[src/include/sbs_pkg.sv]
// Package of constants and types for the scanner beeper sequencer
package sbs_pkg;

    localparam int unsigned CLK_HZ = 40_000_000;

    // Times as printed
    localparam int unsigned CFG_WINDOW_S = 5;
    localparam int unsigned LEARN_TIMEOUT_S = 35;
    localparam int unsigned PROG_IDLE_S = 10;
    localparam int unsigned LASER_TIMEOUT_MIN = 10;
    localparam int unsigned BEEP_ON_MS = 100;
    localparam int unsigned BEEP_GAP_MS = 100;

    // Tick rate of the millisecond enable
    localparam int unsigned MS_PER_S = 1000;
    localparam int unsigned MS_CYCLES = CLK_HZ / MS_PER_S;

    // Counts in milliseconds
    localparam int unsigned CFG_WINDOW_MS = CFG_WINDOW_S * MS_PER_S;
    localparam int unsigned LEARN_TIMEOUT_MS = LEARN_TIMEOUT_S * MS_PER_S;
    localparam int unsigned PROG_IDLE_MS = PROG_IDLE_S * MS_PER_S;
    localparam int unsigned LASER_TIMEOUT_MS = LASER_TIMEOUT_MIN * 60 * MS_PER_S;

    // Repeat periods of the rate-evaluation pattern
    localparam int unsigned RATE_LOW_MS = MS_PER_S / 1;
    localparam int unsigned RATE_MID_MS = MS_PER_S / 2;
    localparam int unsigned RATE_HIGH_MS = MS_PER_S / 5;

    // Read-rate band limits in percent
    localparam logic [6:0] RATE_LIM_LOW = 7'd30;
    localparam logic [6:0] RATE_LIM_MID = 7'd70;
    localparam logic [6:0] RATE_LIM_HIGH = 7'd90;

    // Volume codes
    localparam logic [1:0] VOL_LOW = 2'h0;
    localparam logic [1:0] VOL_FIXED = 2'h3;

    typedef enum logic [2:0] {
        SBS_MODE_START = 3'b000,
        SBS_MODE_READ = 3'b001,
        SBS_MODE_PERCENT = 3'b010,
        SBS_MODE_RATE = 3'b011,
        SBS_MODE_LEARN = 3'b100,
        SBS_MODE_PROG = 3'b101
    } sbs_mode_t;

    typedef enum logic [1:0] {
        SBS_RES_GOOD = 2'b00,
        SBS_RES_NOREAD = 2'b01,
        SBS_RES_MATCH = 2'b10,
        SBS_RES_OFF = 2'b11
    } sbs_result_fn_t;

endpackage : sbs_pkg

[src/hdl/sbs_beep_player.sv]
// Plays a burst of one to three beeps with fixed on and gap times
`timescale 1ns/1ps
`default_nettype none

module sbs_beep_player #(
    parameter int unsigned ON_MS = sbs_pkg::BEEP_ON_MS,
    parameter int unsigned GAP_MS = sbs_pkg::BEEP_GAP_MS
) (
    input wire logic clk_i,          // System clock
    input wire logic reset_n_i,      // Async reset, active low
    input wire logic ms_tick_i,      // Millisecond enable
    input wire logic start_i,        // Start a burst
    input wire logic [1:0] count_i,  // Number of beeps, 1 to 3
    output logic tone_o,             // Tone on
    output logic busy_o              // Burst in progress
);

    localparam int unsigned TW = $clog2(ON_MS + GAP_MS + 1);

    logic [1:0] left;
    logic [TW-1:0] timer;
    logic phase_on;
    logic [1:0] next_left;
    logic [TW-1:0] next_timer;
    logic next_phase_on;

    ////////////////////////////////////////////////////////////////
    always_comb
    begin
        next_left = left;
        next_timer = timer;
        next_phase_on = phase_on;
        if (start_i && count_i != 2'h0)
        begin
            next_left = count_i;
            next_timer = TW'(ON_MS);
            next_phase_on = 1'b1;
        end
        else if (left != 2'h0 && ms_tick_i)
        begin
            if (timer > TW'(1))
            begin
                next_timer = timer - TW'(1);
            end
            else if (phase_on)
            begin
                // Gap after each beep, also after the last one
                next_phase_on = 1'b0;
                next_timer = TW'(GAP_MS);
            end
            else
            begin
                next_left = left - 2'h1;
                next_phase_on = (left != 2'h1);
                next_timer = TW'(ON_MS);
            end
        end
    end

    always_ff @(posedge clk_i or negedge reset_n_i)
    begin
        if (!reset_n_i)
        begin
            left <= 2'h0;
            timer <= '0;
            phase_on <= 1'b0;
        end
        else
        begin
            left <= next_left;
            timer <= next_timer;
            phase_on <= next_phase_on;
        end
    end

    assign tone_o = phase_on && left != 2'h0;
    assign busy_o = left != 2'h0;

endmodule : sbs_beep_player

`default_nettype wire

[src/hdl/sbs_sequencer.sv]
// Beeper sequencer: picks tone patterns from operating mode and events
// Summary of operation
// - One beep once the power-up self-test passes.
// - After the 5 s configuration window, double beep entering reading mode.
// - Default result function: one beep per good read.
// - Good-read beep uses the low volume by default.
// - Percentage evaluation mode stays silent.
// - Rate evaluation repeats a double beep at 1 or 2 Hz by band, a single beep at 5 Hz.
// - Rate evaluation above 90 percent gives a continuous tone.
// - Learning mode: one beep for its start or end code.
// - Learning mode: double beep when the application code is read.
// - Learning mode: triple beep if no application code within 35 s.
// - Programming: beep per code, double beep 10 s after the last.
// - Laser timeout in reading mode: laser off, triple beep, pulse stays.
// - Configured volume only in reading mode, otherwise fixed volume.
// - Reading mode follows the configured result function and volume.
// - Both evaluation modes hold switching outputs inactive.
`timescale 1ns/1ps
`default_nettype none

module sbs_sequencer #(
    parameter int unsigned CFG_WINDOW_MS = sbs_pkg::CFG_WINDOW_MS,
    parameter int unsigned LEARN_TIMEOUT_MS = sbs_pkg::LEARN_TIMEOUT_MS,
    parameter int unsigned PROG_IDLE_MS = sbs_pkg::PROG_IDLE_MS,
    parameter int unsigned LASER_TIMEOUT_MS = sbs_pkg::LASER_TIMEOUT_MS,
    parameter int unsigned MS_CYCLES = sbs_pkg::MS_CYCLES,
    parameter int unsigned SW_OUTPUTS = 2
) (
    input wire logic clk_i,                     // System clock, 40 MHz
    input wire logic reset_n_i,                 // Async reset, active low
    input wire logic self_test_ok_i,            // Self-test passed pulse
    input wire logic [2:0] mode_i,              // Requested operating mode
    input wire logic good_read_i,               // Good read with result output
    input wire logic no_read_i,                 // No read at end of pulse
    input wire logic match_i,                   // Match code hit with result
    input wire logic [6:0] read_rate_i,         // Measured read rate, percent
    input wire logic cfg_code_i,                // Configuration code read
    input wire logic learn_edge_code_i,         // Learning start or end code read
    input wire logic app_code_i,                // Application code read
    input wire logic reading_pulse_i,           // Reading pulse active
    input wire logic [1:0] volume_cfg_i,        // Configured volume
    input wire logic [1:0] result_fn_i,         // Configured result function
    input wire logic [SW_OUTPUTS-1:0] sw_req_i, // Switching output requests
    output logic tone_o,                        // Beeper tone on
    output logic [1:0] volume_o,                // Beeper volume
    output logic laser_on_o,                    // Laser diode enable
    output logic reading_mode_o,                // Device in reading mode
    output logic [SW_OUTPUTS-1:0] sw_out_o      // Switching outputs
);

    // Timers must hold the longest timeout and the slowest repeat period
    localparam int unsigned MAX_A = (CFG_WINDOW_MS > LEARN_TIMEOUT_MS) ?
        CFG_WINDOW_MS : LEARN_TIMEOUT_MS;
    localparam int unsigned MAX_B = (PROG_IDLE_MS > LASER_TIMEOUT_MS) ?
        PROG_IDLE_MS : LASER_TIMEOUT_MS;
    localparam int unsigned MAX_C = (MAX_A > MAX_B) ? MAX_A : MAX_B;
    localparam int unsigned MAX_MS = (MAX_C > sbs_pkg::RATE_LOW_MS) ?
        MAX_C : sbs_pkg::RATE_LOW_MS;
    localparam int unsigned CW = $clog2(MAX_MS + 1);
    localparam int unsigned PW = $clog2(MS_CYCLES);

    ////////////////////////////////////////////////////////////////
    // Millisecond enable
    logic [PW-1:0] pre;
    logic ms_tick;
    logic [PW-1:0] next_pre;
    logic next_ms_tick;

    always_comb
    begin
        next_ms_tick = (pre == PW'(MS_CYCLES - 1));
        next_pre = next_ms_tick ? '0 : pre + PW'(1);
    end

    always_ff @(posedge clk_i or negedge reset_n_i)
    begin
        if (!reset_n_i)
        begin
            pre <= '0;
            ms_tick <= 1'b0;
        end
        else
        begin
            pre <= next_pre;
            ms_tick <= next_ms_tick;
        end
    end

    ////////////////////////////////////////////////////////////////
    // Mode tracking and timers
    sbs_pkg::sbs_mode_t mode;
    sbs_pkg::sbs_mode_t req_mode;
    logic tested;
    logic [CW-1:0] timer;
    logic [CW-1:0] rate_cnt;
    logic laser_off;
    logic prog_seen;
    logic [1:0] beep_req;
    sbs_pkg::sbs_mode_t next_mode;
    logic next_tested;
    logic [CW-1:0] next_timer;
    logic [CW-1:0] next_rate_cnt;
    logic next_laser_off;
    logic next_prog_seen;
    logic [1:0] next_beep_req;
    logic [CW-1:0] rate_period;
    logic [1:0] player_cnt;
    logic player_tone;
    logic player_busy;

    assign req_mode = sbs_pkg::sbs_mode_t'(mode_i);

    always_comb
    begin
        if (read_rate_i < sbs_pkg::RATE_LIM_LOW)
        begin
            rate_period = CW'(sbs_pkg::RATE_LOW_MS);
        end
        else if (read_rate_i <= sbs_pkg::RATE_LIM_MID)
        begin
            rate_period = CW'(sbs_pkg::RATE_MID_MS);
        end
        else
        begin
            rate_period = CW'(sbs_pkg::RATE_HIGH_MS);
        end
    end

    always_comb
    begin
        next_mode = mode;
        next_tested = tested;
        next_timer = timer;
        next_rate_cnt = rate_cnt;
        next_laser_off = laser_off;
        next_prog_seen = prog_seen;
        next_beep_req = 2'h0;
        if (ms_tick)
        begin
            next_timer = timer + CW'(1);
        end
        unique case (mode)
            sbs_pkg::SBS_MODE_START:
            begin
                if (!tested)
                begin
                    next_timer = '0;
                    if (self_test_ok_i)
                    begin
                        next_tested = 1'b1;
                        next_beep_req = 2'h1;
                    end
                end
                else if (cfg_code_i)
                begin
                    next_mode = sbs_pkg::SBS_MODE_PROG;
                    next_timer = '0;
                    next_beep_req = 2'h1;
                end
                else if (timer >= CW'(CFG_WINDOW_MS))
                begin
                    next_mode = sbs_pkg::SBS_MODE_READ;
                    next_timer = '0;
                    next_beep_req = 2'h2;
                end
            end
            sbs_pkg::SBS_MODE_READ:
            begin
                if (!reading_pulse_i)
                begin
                    next_timer = '0;
                    next_laser_off = 1'b0;
                end
                else if (!laser_off && timer >= CW'(LASER_TIMEOUT_MS))
                begin
                    next_laser_off = 1'b1;
                    next_beep_req = 2'h3;
                end
                unique case (sbs_pkg::sbs_result_fn_t'(result_fn_i))
                    sbs_pkg::SBS_RES_GOOD:
                        if (good_read_i) next_beep_req = 2'h1;
                    sbs_pkg::SBS_RES_NOREAD:
                        if (no_read_i) next_beep_req = 2'h1;
                    sbs_pkg::SBS_RES_MATCH:
                        if (match_i) next_beep_req = 2'h1;
                    sbs_pkg::SBS_RES_OFF:
                        next_beep_req = next_beep_req;
                endcase
                if (req_mode != mode && req_mode != sbs_pkg::SBS_MODE_START)
                begin
                    next_mode = req_mode;
                    next_timer = '0;
                    next_rate_cnt = '0;
                    next_laser_off = 1'b0;
                end
            end
            sbs_pkg::SBS_MODE_PERCENT,
            sbs_pkg::SBS_MODE_RATE:
            begin
                if (mode == sbs_pkg::SBS_MODE_RATE && ms_tick)
                begin
                    if (rate_cnt + CW'(1) >= rate_period)
                    begin
                        next_rate_cnt = '0;
                        next_beep_req = 2'h2;
                    end
                    else
                    begin
                        next_rate_cnt = rate_cnt + CW'(1);
                    end
                end
                if (req_mode != mode)
                begin
                    next_mode = (req_mode == sbs_pkg::SBS_MODE_START) ?
                        sbs_pkg::SBS_MODE_READ : req_mode;
                    next_rate_cnt = '0;
                    next_timer = '0;
                end
            end
            sbs_pkg::SBS_MODE_LEARN:
            begin
                if (app_code_i)
                begin
                    next_mode = sbs_pkg::SBS_MODE_READ;
                    next_timer = '0;
                    next_beep_req = 2'h2;
                end
                else if (learn_edge_code_i)
                begin
                    next_beep_req = 2'h1;
                end
                else if (timer >= CW'(LEARN_TIMEOUT_MS))
                begin
                    next_mode = sbs_pkg::SBS_MODE_READ;
                    next_timer = '0;
                    next_beep_req = 2'h3;
                end
            end
            sbs_pkg::SBS_MODE_PROG:
            begin
                if (learn_edge_code_i)
                begin
                    next_mode = sbs_pkg::SBS_MODE_LEARN;
                    next_timer = '0;
                    next_beep_req = 2'h1;
                end
                else if (cfg_code_i)
                begin
                    next_timer = '0;
                    next_prog_seen = 1'b1;
                    next_beep_req = 2'h1;
                end
                else if (timer >= CW'(PROG_IDLE_MS))
                begin
                    next_mode = sbs_pkg::SBS_MODE_READ;
                    next_timer = '0;
                    next_prog_seen = 1'b0;
                    next_beep_req = 2'h2;
                end
            end
            default:
            begin
                next_mode = sbs_pkg::SBS_MODE_READ;
            end
        endcase
    end

    always_ff @(posedge clk_i or negedge reset_n_i)
    begin
        if (!reset_n_i)
        begin
            mode <= sbs_pkg::SBS_MODE_START;
            tested <= 1'b0;
            timer <= '0;
            rate_cnt <= '0;
            laser_off <= 1'b0;
            prog_seen <= 1'b0;
            beep_req <= 2'h0;
        end
        else
        begin
            mode <= next_mode;
            tested <= next_tested;
            timer <= next_timer;
            rate_cnt <= next_rate_cnt;
            laser_off <= next_laser_off;
            prog_seen <= next_prog_seen;
            beep_req <= next_beep_req;
        end
    end

    assign player_cnt = beep_req;

    sbs_beep_player u_player (
        .clk_i(clk_i),
        .reset_n_i(reset_n_i),
        .ms_tick_i(ms_tick),
        .start_i(beep_req != 2'h0),
        .count_i(player_cnt),
        .tone_o(player_tone),
        .busy_o(player_busy)
    );

    ////////////////////////////////////////////////////////////////
    // Registered outputs
    logic next_tone;
    logic [1:0] next_volume;
    logic next_laser_on;
    logic [SW_OUTPUTS-1:0] next_sw_out;
    logic eval_mode;

    always_comb
    begin
        eval_mode = (mode == sbs_pkg::SBS_MODE_PERCENT) || (mode == sbs_pkg::SBS_MODE_RATE);
        if (mode == sbs_pkg::SBS_MODE_PERCENT)
        begin
            next_tone = 1'b0;
        end
        else if (mode == sbs_pkg::SBS_MODE_RATE && read_rate_i > sbs_pkg::RATE_LIM_HIGH)
        begin
            next_tone = 1'b1;
        end
        else
        begin
            next_tone = player_tone && player_busy;
        end
        next_volume = (mode == sbs_pkg::SBS_MODE_READ) ? volume_cfg_i
            : sbs_pkg::VOL_FIXED;
        next_laser_on = !(mode == sbs_pkg::SBS_MODE_READ && laser_off);
        next_sw_out = eval_mode ? '0 : sw_req_i;
    end

    always_ff @(posedge clk_i or negedge reset_n_i)
    begin
        if (!reset_n_i)
        begin
            tone_o <= 1'b0;
            volume_o <= sbs_pkg::VOL_FIXED;
            laser_on_o <= 1'b0;
            reading_mode_o <= 1'b0;
            sw_out_o <= '0;
        end
        else
        begin
            tone_o <= next_tone;
            volume_o <= next_volume;
            laser_on_o <= next_laser_on;
            reading_mode_o <= (mode == sbs_pkg::SBS_MODE_READ);
            sw_out_o <= next_sw_out;
        end
    end

endmodule : sbs_sequencer

`default_nettype wire

[config.mk]
export PLATFORM = sky130hd
export DESIGN_NAME = sbs_sequencer
export DESIGN_NICKNAME = d
export VERILOG_FILES = /design/src/include/sbs_pkg.sv /design/src/hdl/sbs_beep_player.sv /design/src/hdl/sbs_sequencer.sv
export SDC_FILE = /design/constraint.sdc
export NUM_CORES = 1
export LEC_CHECK = 0
export BUFFER_PORTS_ARGS = -buffer_cell sky130_fd_sc_hd__buf_2
export CAP_MARGIN = 20
export CORE_ASPECT_RATIO = 0.7
export CORE_MARGIN = 2
export CORE_UTILIZATION = 53
export CTS_CLUSTER_SIZE = 25
export DETAILED_ROUTE_END_ITERATION = 16
export PLACE_DENSITY_LB_ADDON = 0.15
export SYNTH_ARGS = -nofsm -noshare
export SYNTH_HDL_FRONTEND = slang
export SYNTH_SLANG_ARGS = --single-unit
[constraint.sdc]
create_clock -name clk_i -period 3.4 [get_ports clk_i]
set_input_delay 0.17 -clock clk_i [delete_from_list [all_inputs] [get_ports clk_i]]
set_output_delay 0.17 -clock clk_i [all_outputs]
set_load 0.01 [all_outputs]
# Word-level counts from Yosys, hierarchy flattened
# Cells that the tools add are included.
dict set report word_totals {
  mem_bits_ro 0
  ramBits 0
  latch_bits 0
  output_inout_bits 7
  regBits 82
  mem_count 0
}
dict set report classes {
  n_eq_ne 23
  n_reduce_logical 25
  div 0
  addsub 5
  n_shift 0
  n_bitwise 0
  multipliers 0
  order_cmp 9
  mux 74
}
# cell count
set ops {}
lappend ops {{20-bit two-way mux} 17}
lappend ops {{20-bit one-hot mux with 5 select lines} 1}
lappend ops {{2-bit two-way mux} 22}
lappend ops {{20-bit by 1-bit adder with 20-bit output (second input constant)} 2}
lappend ops {{20-bit one-hot mux with 2 select lines} 1}
lappend ops {{3-bit two-way mux} 12}
lappend ops {{8-bit two-way mux} 3}
lappend ops {{20-bit by 13-bit greater-or-equal comparator with 1-bit output (second input constant)} 1}
lappend ops {{20-bit by 14-bit greater-or-equal comparator with 1-bit output (second input constant)} 1}
lappend ops {{20-bit by 16-bit greater-or-equal comparator with 1-bit output (second input constant)} 1}
lappend ops {{20-bit greater-or-equal comparator} 1}
lappend ops {{20-bit greater-or-equal comparator (second input constant)} 1}
lappend ops {{3-bit inequality test (second input constant)} 6}
lappend ops {{16-bit by 1-bit adder with 16-bit output (second input constant)} 1}
lappend ops {{16-bit == test (second input constant)} 1}
lappend ops {{16-bit two-way mux} 1}
lappend ops {{3-bit one-hot mux with 5 select lines} 1}
lappend ops {{1-bit two-way mux} 12}
lappend ops {{10-bit two-way mux} 1}
lappend ops {{2-bit one-hot mux with 5 select lines} 1}
lappend ops {{9-bit two-way mux} 1}
lappend ops {{8-bit by 1-bit > comparator with 1-bit output (second input constant)} 1}
lappend ops {{1-bit logical AND} 8}
lappend ops {{2-bit one-hot mux with 4 select lines} 1}
lappend ops {{other kinds (24)} 38}

# Depth between registers and ports, before layout
# Gate-level depths: netlist of run 1.
dict set report depth {
  ltp_word 8
  mapped_depth 13
  mapped_depth_nobuf 12
}

# Hierarchy
# From an unflattened synthesis of run 1, not the netlist that was laid out.
dict set report hier_totals {
  cells_unflattened 525
  hier_area_um2 4814.6
}
# mod area_each_um2 instances cells_per_inst
set modules_own_cells {}
lappend modules_own_cells {sbs_sequencer 4126.5 1 457}
lappend modules_own_cells {sbs_beep_player 688.2 1 68}

# Least setup slack after synthesis of run 1
# Ideal clock, no wire load.
dict set report synth_timing {
  path_type {register to register}
  from {register rate_cnt[0]}
  to {register rate_cnt[8]}
  t_required_ns 3.279
  setup_slack_ns 0.595
  setup_ns 0.121
  stages_incl_launch_ff 14
  t_arrival_ns 2.684
  path_cell_list {dfrtp_1 -> ha_1 -> buf_2 -> nand3_1 -> xnor2_1 -> ha_1 -> nand2_1 -> o21ai_0 -> or4b_1 -> o22a_1 -> nand4b_1 -> buf_4 -> o31ai_1 -> a22o_2}
}
dict set report synth_via {
  elab_chain_cells 6
}
# element line_no
set synth_rtl {}
lappend synth_rtl {{from (decl)} sbs_sequencer.sv:95} ;# logic [CW-1:0] rate_cnt;
lappend synth_rtl {{from (signal assigned)} sbs_sequencer.sv:285} ;# rate_cnt <= next_rate_cnt;
lappend synth_rtl {{20-bit by 1-bit adder with 20-bit output *} {sbs_sequencer.sv:202, sbs_sequencer.sv:209}}
lappend synth_rtl {{20-bit greater-or-equal comparator} sbs_sequencer.sv:202} ;# if (rate_cnt + CW'(1) >= rate_period)
lappend synth_rtl {{20-bit two-way mux *} sbs_sequencer.sv:202}
lappend synth_rtl {{20-bit two-way mux *} sbs_sequencer.sv:200} ;# if (mode == sbs_pkg::SBS_MODE_RATE && ms_tick)
lappend synth_rtl {{20-bit two-way mux *} sbs_sequencer.sv:212} ;# if (req_mode != mode)
lappend synth_rtl {{20-bit one-hot mux with 2 select lines *} sbs_sequencer.sv:142} ;# unique case (mode)
# Every way passes the cells marked *; elsewhere a longest branch is shown, timed or not. The select of a mux whose other input is x is not followed.
# A chain may end at the register's enable or synchronous reset.

# Final worst setup path of run 1
dict set report layout_timing {
  from {register rate_cnt[0]}
  to {register rate_cnt[6]}
}
# The elaborated chain is that of the path after synthesis.

==> flow_metrics.py, run 1 <==
metrics = {
    "outcome": {
        "status": "complete, no violations",
    },
    "clocking": {
        "htreeDepth": 3,
        "cts_setup_buffers": 0,
        "cts_tree": "done",
        "cts_buffer_depth": 2,
        "numCtsBuffers": 9,
        "cts_root_buffer": "clkbuf_16",
        "clkSlewWorstSetupHoldPaths_ns": 0.06,
        "clkSinkCount": 82,
        "clk_latency_ns": 0.34,
    },
    "power_and_ir_drop": {
        "power_density_nw_per_um2": 558,
        "internal-power_w": 0.00196,
        "max-vdd-ir-drop_mv": 0.358,
        "p_leak_nw": 2.26,
        "power_frac_seq_pct": 41.2,
        "swShare_pct": 34.3,
        "combPwrFrac_pct": 26.1,
        "power_switching_w": 0.00102,
        "p_clk_share_pct": 32.7,
    },
    "sta": {
        "rsz0062_at_grt": "no",
        "period_needed_ns": 3.09,
        "finalSetupTns_ns": 0,
        "finalSetupViolCount": 0,
        "fin_ws_ns": 0.308,
        "max_clock_freq_mhz": 323,
        "fin_crit_sh_pct": 90.9,
        "final_hold_viol_count": 0,
        "max_slew_margin_pct": 31.9,
        "clock_skew_ns": 0.00455,
        "slew_violations": 0,
        "worst_pin_slew_ns": 1.01,
    },
    "floorplan": {
        "die-area_um2": 9840,
        "ios": 33,
        "initial_utilization_pct": 55.7,
        "core-area_um2": 8620,
        "fp.dieW_um": 118,
        "dieHeight_um": 83.6,
        "rows": 28,
    },
    "logic_synthesis": {
        "yosys.area.top_type": "dfrtp_1",
        "synth_top_area_share_pct": 41.7,
        "synthArstFlopShare_pct": 100,
        "avgSynthCellArea_um2": 9.21,
        "synth_edf_count": 0,
        "ys_seq_area_share_pct": 42.8,
        "synth_nets": 559,
        "ys_ff_latch": 82,
        "synthCells": 521,
        "yosys-top-cells-area": "dfrtp_1 (42%), nor2_1 (4.3%), xnor2_1 (4.0%)",
        "yosys_warnings": 0,
        "netlist_area_um2": 4800,
        "synthFlopType": "dfrtp_1",
        "synth_cell_types": 70,
    },
    "critical_path": {
        "crit_slowest_cell": "dfrtp_1",
        "cp.required_ns": 3.63,
        "arrival_ns": 3.32,
        "critPathLaunchType": "flop",
        "critical_path.endpoint_type": "flop",
        "worstSetupPathType": "flop to flop",
        "critPathMaxFanout": 8,
        "crit_path_max_incr_delay_ns": 0.47,
        "cp_cell_sequence": "ha_2 > nand3_1 > xnor2_1 > ha_1 > nand2_1 > o21ai_0 > or4b_1 > o22a_1 > nand4b_1 > buf_4 > o31ai_1 > a22o_1",
    },
    "routing": {
        "vias_per_cell": 5.77,
        "remaining_drc_errors": 0,
        "dr.pass1.iters": 5,
        "drt-initial-drc-count": 243,
        "num_vias": 3878,
        "wl_um": 10000,
        "top_layer": "met4",
        "wl_per_cell_um": 14.9,
        "dr_wl_met3_um": 430,
        "wl_met1_um": 5010,
        "detail-route-antenna-nets": 0,
        "met2_length_um": 4450,
    },
    "global_routing": {
        "grt_max_degree": 83,
        "antenna_found_initial": 0,
        "gr-total-overflow": 0,
        "grt_pass1_vias": 3726,
        "grt_pass1_wl_um": 17500,
        "grt.total_usage_pct": 21.6,
    },
    "placed_design": {
        "place_ws_ns": 0.320,
        "port_buffers": 32,
        "place.gp.congestion": 0.849,
        "dpl.hpwl_um": 7060,
    },
    "layout": {
        "antenna_cells": 0,
        "drive_above_1_share_pct": 12.3,
        "area_growth_syn_to_layout_pct": 11.7,
        "fin_nets": 585,
        "finalCoreUtilization_pct": 62.2,
    },
    "min_path": {
        "worstHoldPathType": "primary input to flop",
    },
    "flow_run": {
        "max-cap-violations": 0,
    },
}
Yosys cell counts, drive strengths merged (11+ instances only):
cell and n:
ha 12, o21ai 28, and2 15, xnor2 22
nand2b 11, nor3 17, clkbuf 16, nand2 42
xor2 22, inv 18, nand3 30, dfrtp 80
nor2 55, a21oi 16
final timing paths:
kind | start | endpoint | slack [ns] | depth (start not counted)
worst max-delay path | rate_cnt[0]$_DFFE_PN0P_ | rate_cnt[6]$_DFFE_PN0P_ | 0.31 | 12
worst min-delay path | volume_cfg_i[1] | volume_o[1]$_DFF_PN1_ | 0.02 | 2
worst max register to register | rate_cnt[0]$_DFFE_PN0P_ | rate_cnt[6]$_DFFE_PN0P_ | 0.31 | 12
worst min register to register | laser_off$_DFFE_PN0P_ | laser_on_o$_DFF_PN0_ | 0.46 | 1
max in group asynchronous | reset_n_i | volume_o[1]$_DFF_PN1_ | 2.50 | 3
min in group asynchronous | reset_n_i | u_player.timer[0]$_DFFE_PN0P_ | 0.28 | 2
layout by cell type (no fill, tap or decap), drive strengths merged, types with 15 or more instances in the layout:
cell,netlist,layout
and2,15,15
inv,18,20
nand2,42,42
buf,7,37
xnor2,22,22
nand3,30,30
nor2,55,55
o21ai,28,28
xor2,22,22
dfrtp,80,80
a21oi,16,16
nor3,17,17
through the flow:
stage / cell area (um2) / power, W / hold WS, ns / std cells
final: 5360 / 0.00299 / 0.0178 / 672
after global routing: 5360 / 0.00317 / 0.0156 / 672
after CTS: 5320 / 0.00300 / 0.0125 / 670
after detailed placement: 5020 / 0.00201 / 0.362 / 654
after global placement: 5020 / 0.00198 / 0.361 / 654
after floorplan: 4800 / 0.00181 / -0.126 / 521
worst max-delay path, delay by kind of cell, from the launching register on:
family | cells | cell delay [ns]
XOR/XNOR | 1 | 0.16
buffers and inverters | 1 | 0.20
flip-flops | 1 | 0.47
adder cells (fa/ha/maj) | 2 | 0.59
AO/OA/AOI/OAI | 4 | 0.68
AND/OR/NAND/NOR | 4 | 0.88
cell families after synthesis:
family	after synthesis	share of synthesized area (%)
AO/OA/AOI/OAI	111	16.6
multiplexers	4	0.861
AND/OR/NAND/NOR	227	24.6
buffers and inverters	41	3.94
adder cells (fa/ha/maj)	12	3.13
flip-flops	82	42.8
XOR/XNOR	44	8.03
state kept, by name, indices dropped and copies added, names as in the netlist:
name / count
ms_tick: 1
volume_o: 2
tone_o: 1
reading_mode_o: 1
laser_off: 1
timer: 20
sw_out_o: 2
u_player.left: 2
mode: 3
u_player.phase_on: 1
laser_on_o: 1
beep_req: 2
rate_cnt: 20
tested: 1
pre: 16
u_player.timer: 8
layer usage:
| layer | vias up | track usage, % |
|---|---|---|
| li1 | 1932 | - |
| met1 | 1843 | 29.9 |
| met2 | 85 | 34.1 |
| met3 | 18 | 5.19 |
| met4 | 0 | 6.13 |
| met5 | - | 0 |
power groups by stage:
| stage | clock network [W] | registers [W] | logic (W) |
|---|---|---|---|
| floorplan | 0 | 0.00117 | 0.000639 |
| global placement | 0 | 0.00124 | 0.000742 |
| detailed placement | 0 | 0.00125 | 0.000764 |
| CTS | 0.000999 | 0.00123 | 0.000772 |
| global route | 0.00104 | 0.00125 | 0.000875 |
| finish | 0.000977 | 0.00123 | 0.000780 |
final cells by class:
type	instances	area, um2
fill	756	3260
sequential	82	2050
clock inverter	7	76.3
tap	120	150
inverter	18	67.6
clock buffer	9	225
multi-input combinational	398	2560
timing repair buffer	38	230
what timing repair did:
item                                   4_1_cts  5_1_grt
hold buffers                                 0        1
setup endpoints to repair                    0        4
resized for setup                            0        1
endpoints found under the hold margin        0       20
Note: power is estimated with default switching activity, not from simulation.
==> run 2: changes to the inputs <==
--- a/config.mk
+++ b/config.mk
@@ -5,13 +5,13 @@
 export SDC_FILE = /design/constraint.sdc
 export NUM_CORES = 1
 export LEC_CHECK = 0
-export BUFFER_PORTS_ARGS = -buffer_cell sky130_fd_sc_hd__buf_2
 export CAP_MARGIN = 20
 export CORE_ASPECT_RATIO = 0.7
 export CORE_MARGIN = 2
 export CORE_UTILIZATION = 53
 export CTS_CLUSTER_SIZE = 25
 export DETAILED_ROUTE_END_ITERATION = 16
+export DONT_BUFFER_PORTS = 1
 export PLACE_DENSITY_LB_ADDON = 0.15
 export SYNTH_ARGS = -nofsm -noshare
 export SYNTH_HDL_FRONTEND = slang
==> flow_metrics.py, run 2 (synthesis results as in run 1) <==
metrics = {
    "sta": {
        "clock_skew_ns": 0.00586,
        "final_hold_viol_count": 0,
        "worst_pin_slew_ns": 0.903,
        "rsz0062_at_grt": "no",
        "fin_crit_sh_pct": 93.2,
        "period_needed_ns": 3.17,
        "max_clock_freq_mhz": 316,
        "finalSetupTns_ns": 0,
        "finalSetupViolCount": 0,
        "slew_violations": 0,
        "max_slew_margin_pct": 39.3,
    },
    "power_and_ir_drop": {
        "swShare_pct": 33.6,
        "max-vdd-ir-drop_mv": 0.295,
        "combPwrFrac_pct": 24.4,
        "p_leak_nw": 2.16,
        "p_clk_share_pct": 33.0,
        "internal-power_w": 0.00194,
        "power_frac_seq_pct": 42.6,
        "power_density_nw_per_um2": 556,
        "power_switching_w": 0.000984,
        "power.total_w": 0.00292,
    },
    "critical_path": {
        "crit_start": "rate_cnt[0]$_DFFE_PN0P_",
        "reg2reg_from": "rate_cnt[0]$_DFFE_PN0P_",
        "critPathLaunchType": "flop",
        "arrival_ns": 3.40,
        "worstSetupPathType": "flop to flop",
        "r2r_cells": 12,
        "critical_path.endpoint_type": "flop",
        "critPathMaxFanout": 8,
        "cp.required_ns": 3.63,
    },
    "global_routing": {
        "grt_pass1_vias": 3790,
        "gr-total-overflow": 0,
        "grt.total_usage_pct": 21.9,
        "grt_pass1_wl_um": 17800,
        "grt_max_degree": 83,
        "antenna_found_initial": 0,
    },
    "layout": {
        "mostFrequentLayoutCell": "dfrtp_1",
        "mostFrequentLayoutCells": "dfrtp_1 (80), nor2_1 (55), nand2_1 (42), nand3_1 (30), o21ai_0 (27)",
        "drive_above_1_share_pct": 6.45,
        "fin_nets": 560,
        "reg_top3": "rate_cnt x20, timer x20, pre x16",
        "fillers": 750,
        "area_growth_syn_to_layout_pct": 9.62,
        "antenna_cells": 0,
    },
    "floorplan": {
        "ios": 33,
        "core-area_um2": 8620,
        "fp.dieW_um": 118,
        "die-area_um2": 9840,
        "initial_utilization_pct": 55.7,
        "rows": 28,
        "dieHeight_um": 83.6,
    },
    "clocking": {
        "cts_buffer_depth": 2,
        "cts_tree": "done",
        "clk_latency_ns": 0.34,
        "clkSlewWorstSetupHoldPaths_ns": 0.06,
        "htreeDepth": 3,
        "ctsResizeCount": 0,
        "cts_root_buffer": "clkbuf_16",
        "numCtsBuffers": 9,
        "clkSinkCount": 82,
    },
    "routing": {
        "remaining_drc_errors": 0,
        "vias_per_cell": 5.88,
        "dr.pass1.iters": 5,
        "num_vias": 3803,
        "detail-route-antenna-nets": 0,
        "wl_per_cell_um": 15.4,
        "drt-initial-drc-count": 260,
        "wl_um": 9950,
    },
    "min_path": {
        "min_path_cells": 2,
        "worstHoldPathType": "primary input to flop",
        "hold_path.startpoint": "learn_edge_code_i",
    },
    "placed_design": {
        "dpl.hpwl_um": 6870,
        "place.gp.congestion": 0.891,
        "port_buffers": 0,
    },
    "outcome": {
        "status": "complete, no violations",
    },
    "flow_run": {
        "max-cap-violations": 0,
    },
}
[run 2: through the flow]
stage	util, %	cells	setup slack (ns)	instance area, um2	hold slack (ns)
floorplan	-	521	0.595	4800	-0.126
global placement	56.3	622	0.414	4860	-0.124
detailed placement	56.3	622	0.347	4860	-0.124
CTS	61.0	647	0.311	5260	0.0293
global route	61.0	647	0.0396	5260	0.0448
finish	61.0	647	0.231	5260	0.0419
[run 2: path summary, 6_finish.rpt]
check                                                 to  slack, ns
worst min register to register      laser_on_o$_DFF_PN0_       0.47
worst max register to register   rate_cnt[6]$_DFFE_PN0P_       0.23
min in group asynchronous       reading_mode_o$_DFF_PN0_       0.43
worst max-delay path             rate_cnt[6]$_DFFE_PN0P_       0.23
worst min-delay path               beep_req[0]$_DFF_PN0_       0.04
max in group asynchronous          volume_o[0]$_DFF_PN1_       2.65
[run 2: timing repair]
item | 4_1_cts | 5_1_grt
hold buffers | 9 | 0
buffers inserted | 0 | 0
setup endpoints to repair | 0 | 0
endpoints found under the hold margin | 89 | 0
[run 2: power groups by stage]
stage | clock network, W | logic, W | registers (W)
global route | 0.00103 | 0.000822 | 0.00126
CTS | 0.000994 | 0.000718 | 0.00124
floorplan | 0 | 0.000639 | 0.00117
finish | 0.000965 | 0.000714 | 0.00125
detailed placement | 0 | 0.000682 | 0.00126
global placement | 0 | 0.000666 | 0.00126
[run 2: final cells by class]
class	instances	area [um2]	share of cell area, %
inverters	18	67.6	1.28
clock inverters	6	66.3	1.26
multi-input cells	398	2550	48.6
flip-flops and latches	82	2050	39.1
well taps	120	150	2.86
repair buffers	13	138	2.62
clock buffers	10	229	4.35
[run 2: worst max-delay path: stages (launching register included)]
cell	delay (ns)
dfrtp_1	0.46
ha_1	0.34
nand3_1	0.19
xnor2_1	0.17
ha_1	0.30
nand2_1	0.05
o21ai_0	0.24
or4b_1	0.47
o22a_1	0.17
nand4b_1	0.21
buf_4	0.20
o31ai_1	0.08
a22o_1	0.19
[run 2: layer usage]
metal  wire (um)  track usage (%)
met5           0                0
met4          96             6.46
met3         512             5.33
met2        4340             33.1
met1        5000             31.3
==> run 3: changes to the inputs <==
--- a/config.mk
+++ b/config.mk
@@ -5,10 +5,12 @@
 export SDC_FILE = /design/constraint.sdc
 export NUM_CORES = 1
 export LEC_CHECK = 0
+export ABC_AREA = 1
 export CAP_MARGIN = 20
 export CORE_ASPECT_RATIO = 0.7
 export CORE_MARGIN = 2
 export CORE_UTILIZATION = 53
+export CTS_BUF_LIST = sky130_fd_sc_hd__clkbuf_8
 export CTS_CLUSTER_SIZE = 25
 export DETAILED_ROUTE_END_ITERATION = 16
 export DONT_BUFFER_PORTS = 1
==> flow_metrics.py, run 3 <==
metrics = {
    "logic_synthesis": {
        "ys_seq_area_share_pct": 39.9,
        "synth_edf_count": 0,
        "yosys_warnings": 0,
        "avgSynthCellArea_um2": 7.17,
        "yosys.area.top_type": "dfrtp_1",
        "synth.most_common_cell": "nand2_1",
        "synth_nets": 757,
        "ys_top_cells_by_count": "nand2_1 (174), inv_1 (125), nor2_1 (88)",
        "ys_ff_latch": 82,
        "synthArstFlopShare_pct": 100,
        "synthCells": 719,
        "synthFlopType": "dfrtp_1",
        "synth_cell_types": 47,
        "yosys-top-cells-area": "dfrtp_1 (39%), nand2_1 (13%), inv_1 (9.1%)",
        "synth_top_area_share_pct": 38.8,
        "netlist_area_um2": 5150,
    },
    "floorplan": {
        "ios": 33,
        "core-area_um2": 9570,
        "initial_utilization_pct": 53.9,
        "fp.dieW_um": 122,
        "dieHeight_um": 86.5,
        "die-area_um2": 10500,
        "rows": 30,
    },
    "sta": {
        "slew_violations": 0,
        "hold_ws_ns": 0.0298,
        "max_slew_margin_pct": 47.3,
        "clock_skew_ns": 0.0136,
        "fin_crit_sh_pct": 71.1,
        "finalSetupViolCount": 0,
        "final_hold_viol_count": 0,
        "rsz0062_at_grt": "no",
        "worst_pin_slew_ns": 0.788,
        "max_clock_freq_mhz": 414,
        "period_needed_ns": 2.42,
        "finalSetupTns_ns": 0,
    },
    "routing": {
        "remaining_drc_errors": 0,
        "vias_per_cell": 5.21,
        "wl_per_cell_um": 13.2,
        "num_vias": 4518,
        "drt-initial-drc-count": 266,
        "detail-route-antenna-nets": 0,
        "wl_um": 11400,
        "dr.pass1.iters": 5,
    },
    "min_path": {
        "worstHoldPathType": "primary input to flop",
        "min_path_cells": 2,
    },
    "critical_path": {
        "critPathMaxFanout": 10,
        "cp.required_ns": 3.67,
        "critPathLaunchType": "flop",
        "critical_path.endpoint_type": "flop",
        "arrival_ns": 2.68,
        "r2r_cells": 18,
        "worstSetupPathType": "flop to flop",
    },
    "clocking": {
        "cts_root_buffer": "clkbuf_8",
        "cts_setup_buffers": 0,
        "htreeDepth": 3,
        "cts_buffer_depth": 2,
        "ctsHoldBuffers": 12,
        "clkSlewWorstSetupHoldPaths_ns": 0.09,
        "ctsResizeCount": 0,
        "clk_latency_ns": 0.37,
        "numCtsBuffers": 9,
        "clkSinkCount": 82,
        "cts_tree": "done",
    },
    "global_routing": {
        "grt_pass1_wl_um": 19400,
        "gr-total-overflow": 0,
        "grt_pass1_vias": 4189,
        "antenna_found_initial": 0,
        "grt_max_degree": 83,
        "grt.total_usage_pct": 23.3,
    },
    "power_and_ir_drop": {
        "p_leak_nw": 2.95,
        "swShare_pct": 36.5,
        "internal-power_w": 0.00166,
        "power_frac_seq_pct": 44.9,
        "p_clk_share_pct": 27.8,
        "combPwrFrac_pct": 27.3,
        "power_density_nw_per_um2": 466,
        "max-vdd-ir-drop_mv": 0.227,
        "power_switching_w": 0.000956,
    },
    "flow_run": {
        "max-cap-violations": 0,
    },
    "layout": {
        "reg_top3": "rate_cnt x20, timer x20, pre x16",
        "area_growth_syn_to_layout_pct": 8.98,
        "drive_above_1_share_pct": 8.11,
        "antenna_cells": 0,
        "mostFrequentLayoutCell": "nand2_1",
        "fin_area_um2": 5620,
        "mostFrequentLayoutCells": "nand2_1 (174), inv_1 (125), nor2_1 (88), dfrtp_1 (80), nand3_1 (58)",
        "fin_nets": 773,
        "finalCoreUtilization_pct": 58.7,
    },
    "placed_design": {
        "dpl_cell_area_um2": 5280,
        "port_buffers": 0,
        "dpl.hpwl_um": 8540,
        "place.gp.congestion": 0.947,
    },
    "outcome": {
        "status": "complete, no violations",
    },
}
[run 3: per-stage QoR]
step / setup WS (ns) / total power, W / instances
floorplan: 1.27 / 0.00171 / 719
global placement: 1.07 / 0.00182 / 840
detailed placement: 0.993 / 0.00185 / 840
CTS: 0.985 / 0.00264 / 868
global route: 0.737 / 0.00278 / 868
finish: 0.983 / 0.00262 / 868
[run 3: metal layers]
| layer | global-route usage (%) | share of wire (%) |
|---|---|---|
| met1 | 33.4 | 49 |
| met2 | 36.0 | 44 |
| met3 | 5.00 | 5.8 |
| met4 | 6.06 | 0.94 |
| met5 | 0 | 0 |
[run 3: kinds of logic after synthesis]
group                      Yosys count  share of synthesized area, %
xor gates and xnor gates            24                          4.08
buffers and inverters              138                          10.3
DFF                                 82                          39.9
AOI/OAI and AO/OA                   57                          6.34
adders and majority gates           12                          2.91
and+or+nand+nor                    406                          36.6
[run 3: worst paths after layout]
check                                        start                      endpoint  slack (ns)
hold reg to reg                   pre[0]$_DFF_PN0_              pre[0]$_DFF_PN0_        0.46
min in group asynchronous                reset_n_i  u_player.left[0]$_DFFE_PN0P_        0.35
hold / removal                   learn_edge_code_i           mode[2]$_DFFE_PN0P_        0.03
setup reg to reg           rate_cnt[0]$_DFFE_PN0P_         beep_req[1]$_DFF_PN0_        0.98
max in group asynchronous                reset_n_i         volume_o[0]$_DFF_PN1_        2.68
setup / recovery           rate_cnt[0]$_DFFE_PN0P_         beep_req[1]$_DFF_PN0_        0.98
[run 3: layout make-up]
class | instances | area (um2)
clock inverter | 6 | 65.1
sequential | 82 | 2050
inverter | 131 | 492
multi-input combinational | 499 | 2570
clock buffer | 10 | 138
fill | 862 | 3950
timing repair buffer | 12 | 138
tap | 128 | 160
[run 3: critical path, cell delays in order, from the launching register on]
cell and delay [ns]:
dfrtp_1 0.43, ha_1 0.28, nand2_2 0.11, inv_1 0.05, nor2_1 0.12, inv_1 0.06, ha_1 0.27, nand2_1 0.07
nand2_1 0.05, nand2_1 0.05, nand2_1 0.05, a21oi_1 0.11, nand2_1 0.07, nand2_2 0.09, nor2_4 0.04, nor2_4 0.24
nand2_2 0.09, nand2_1 0.08, nand2_1 0.06
[run 3: power by group through the flow]
stage,clock [W],sequential (W),combinational (W)
finish,0.000728,0.00118,0.000713
global route,0.000786,0.00119,0.000809
CTS,0.000755,0.00117,0.000711
detailed placement,0,0.00119,0.000654
global placement,0,0.00119,0.000632
floorplan,0,0.00116,0.000545
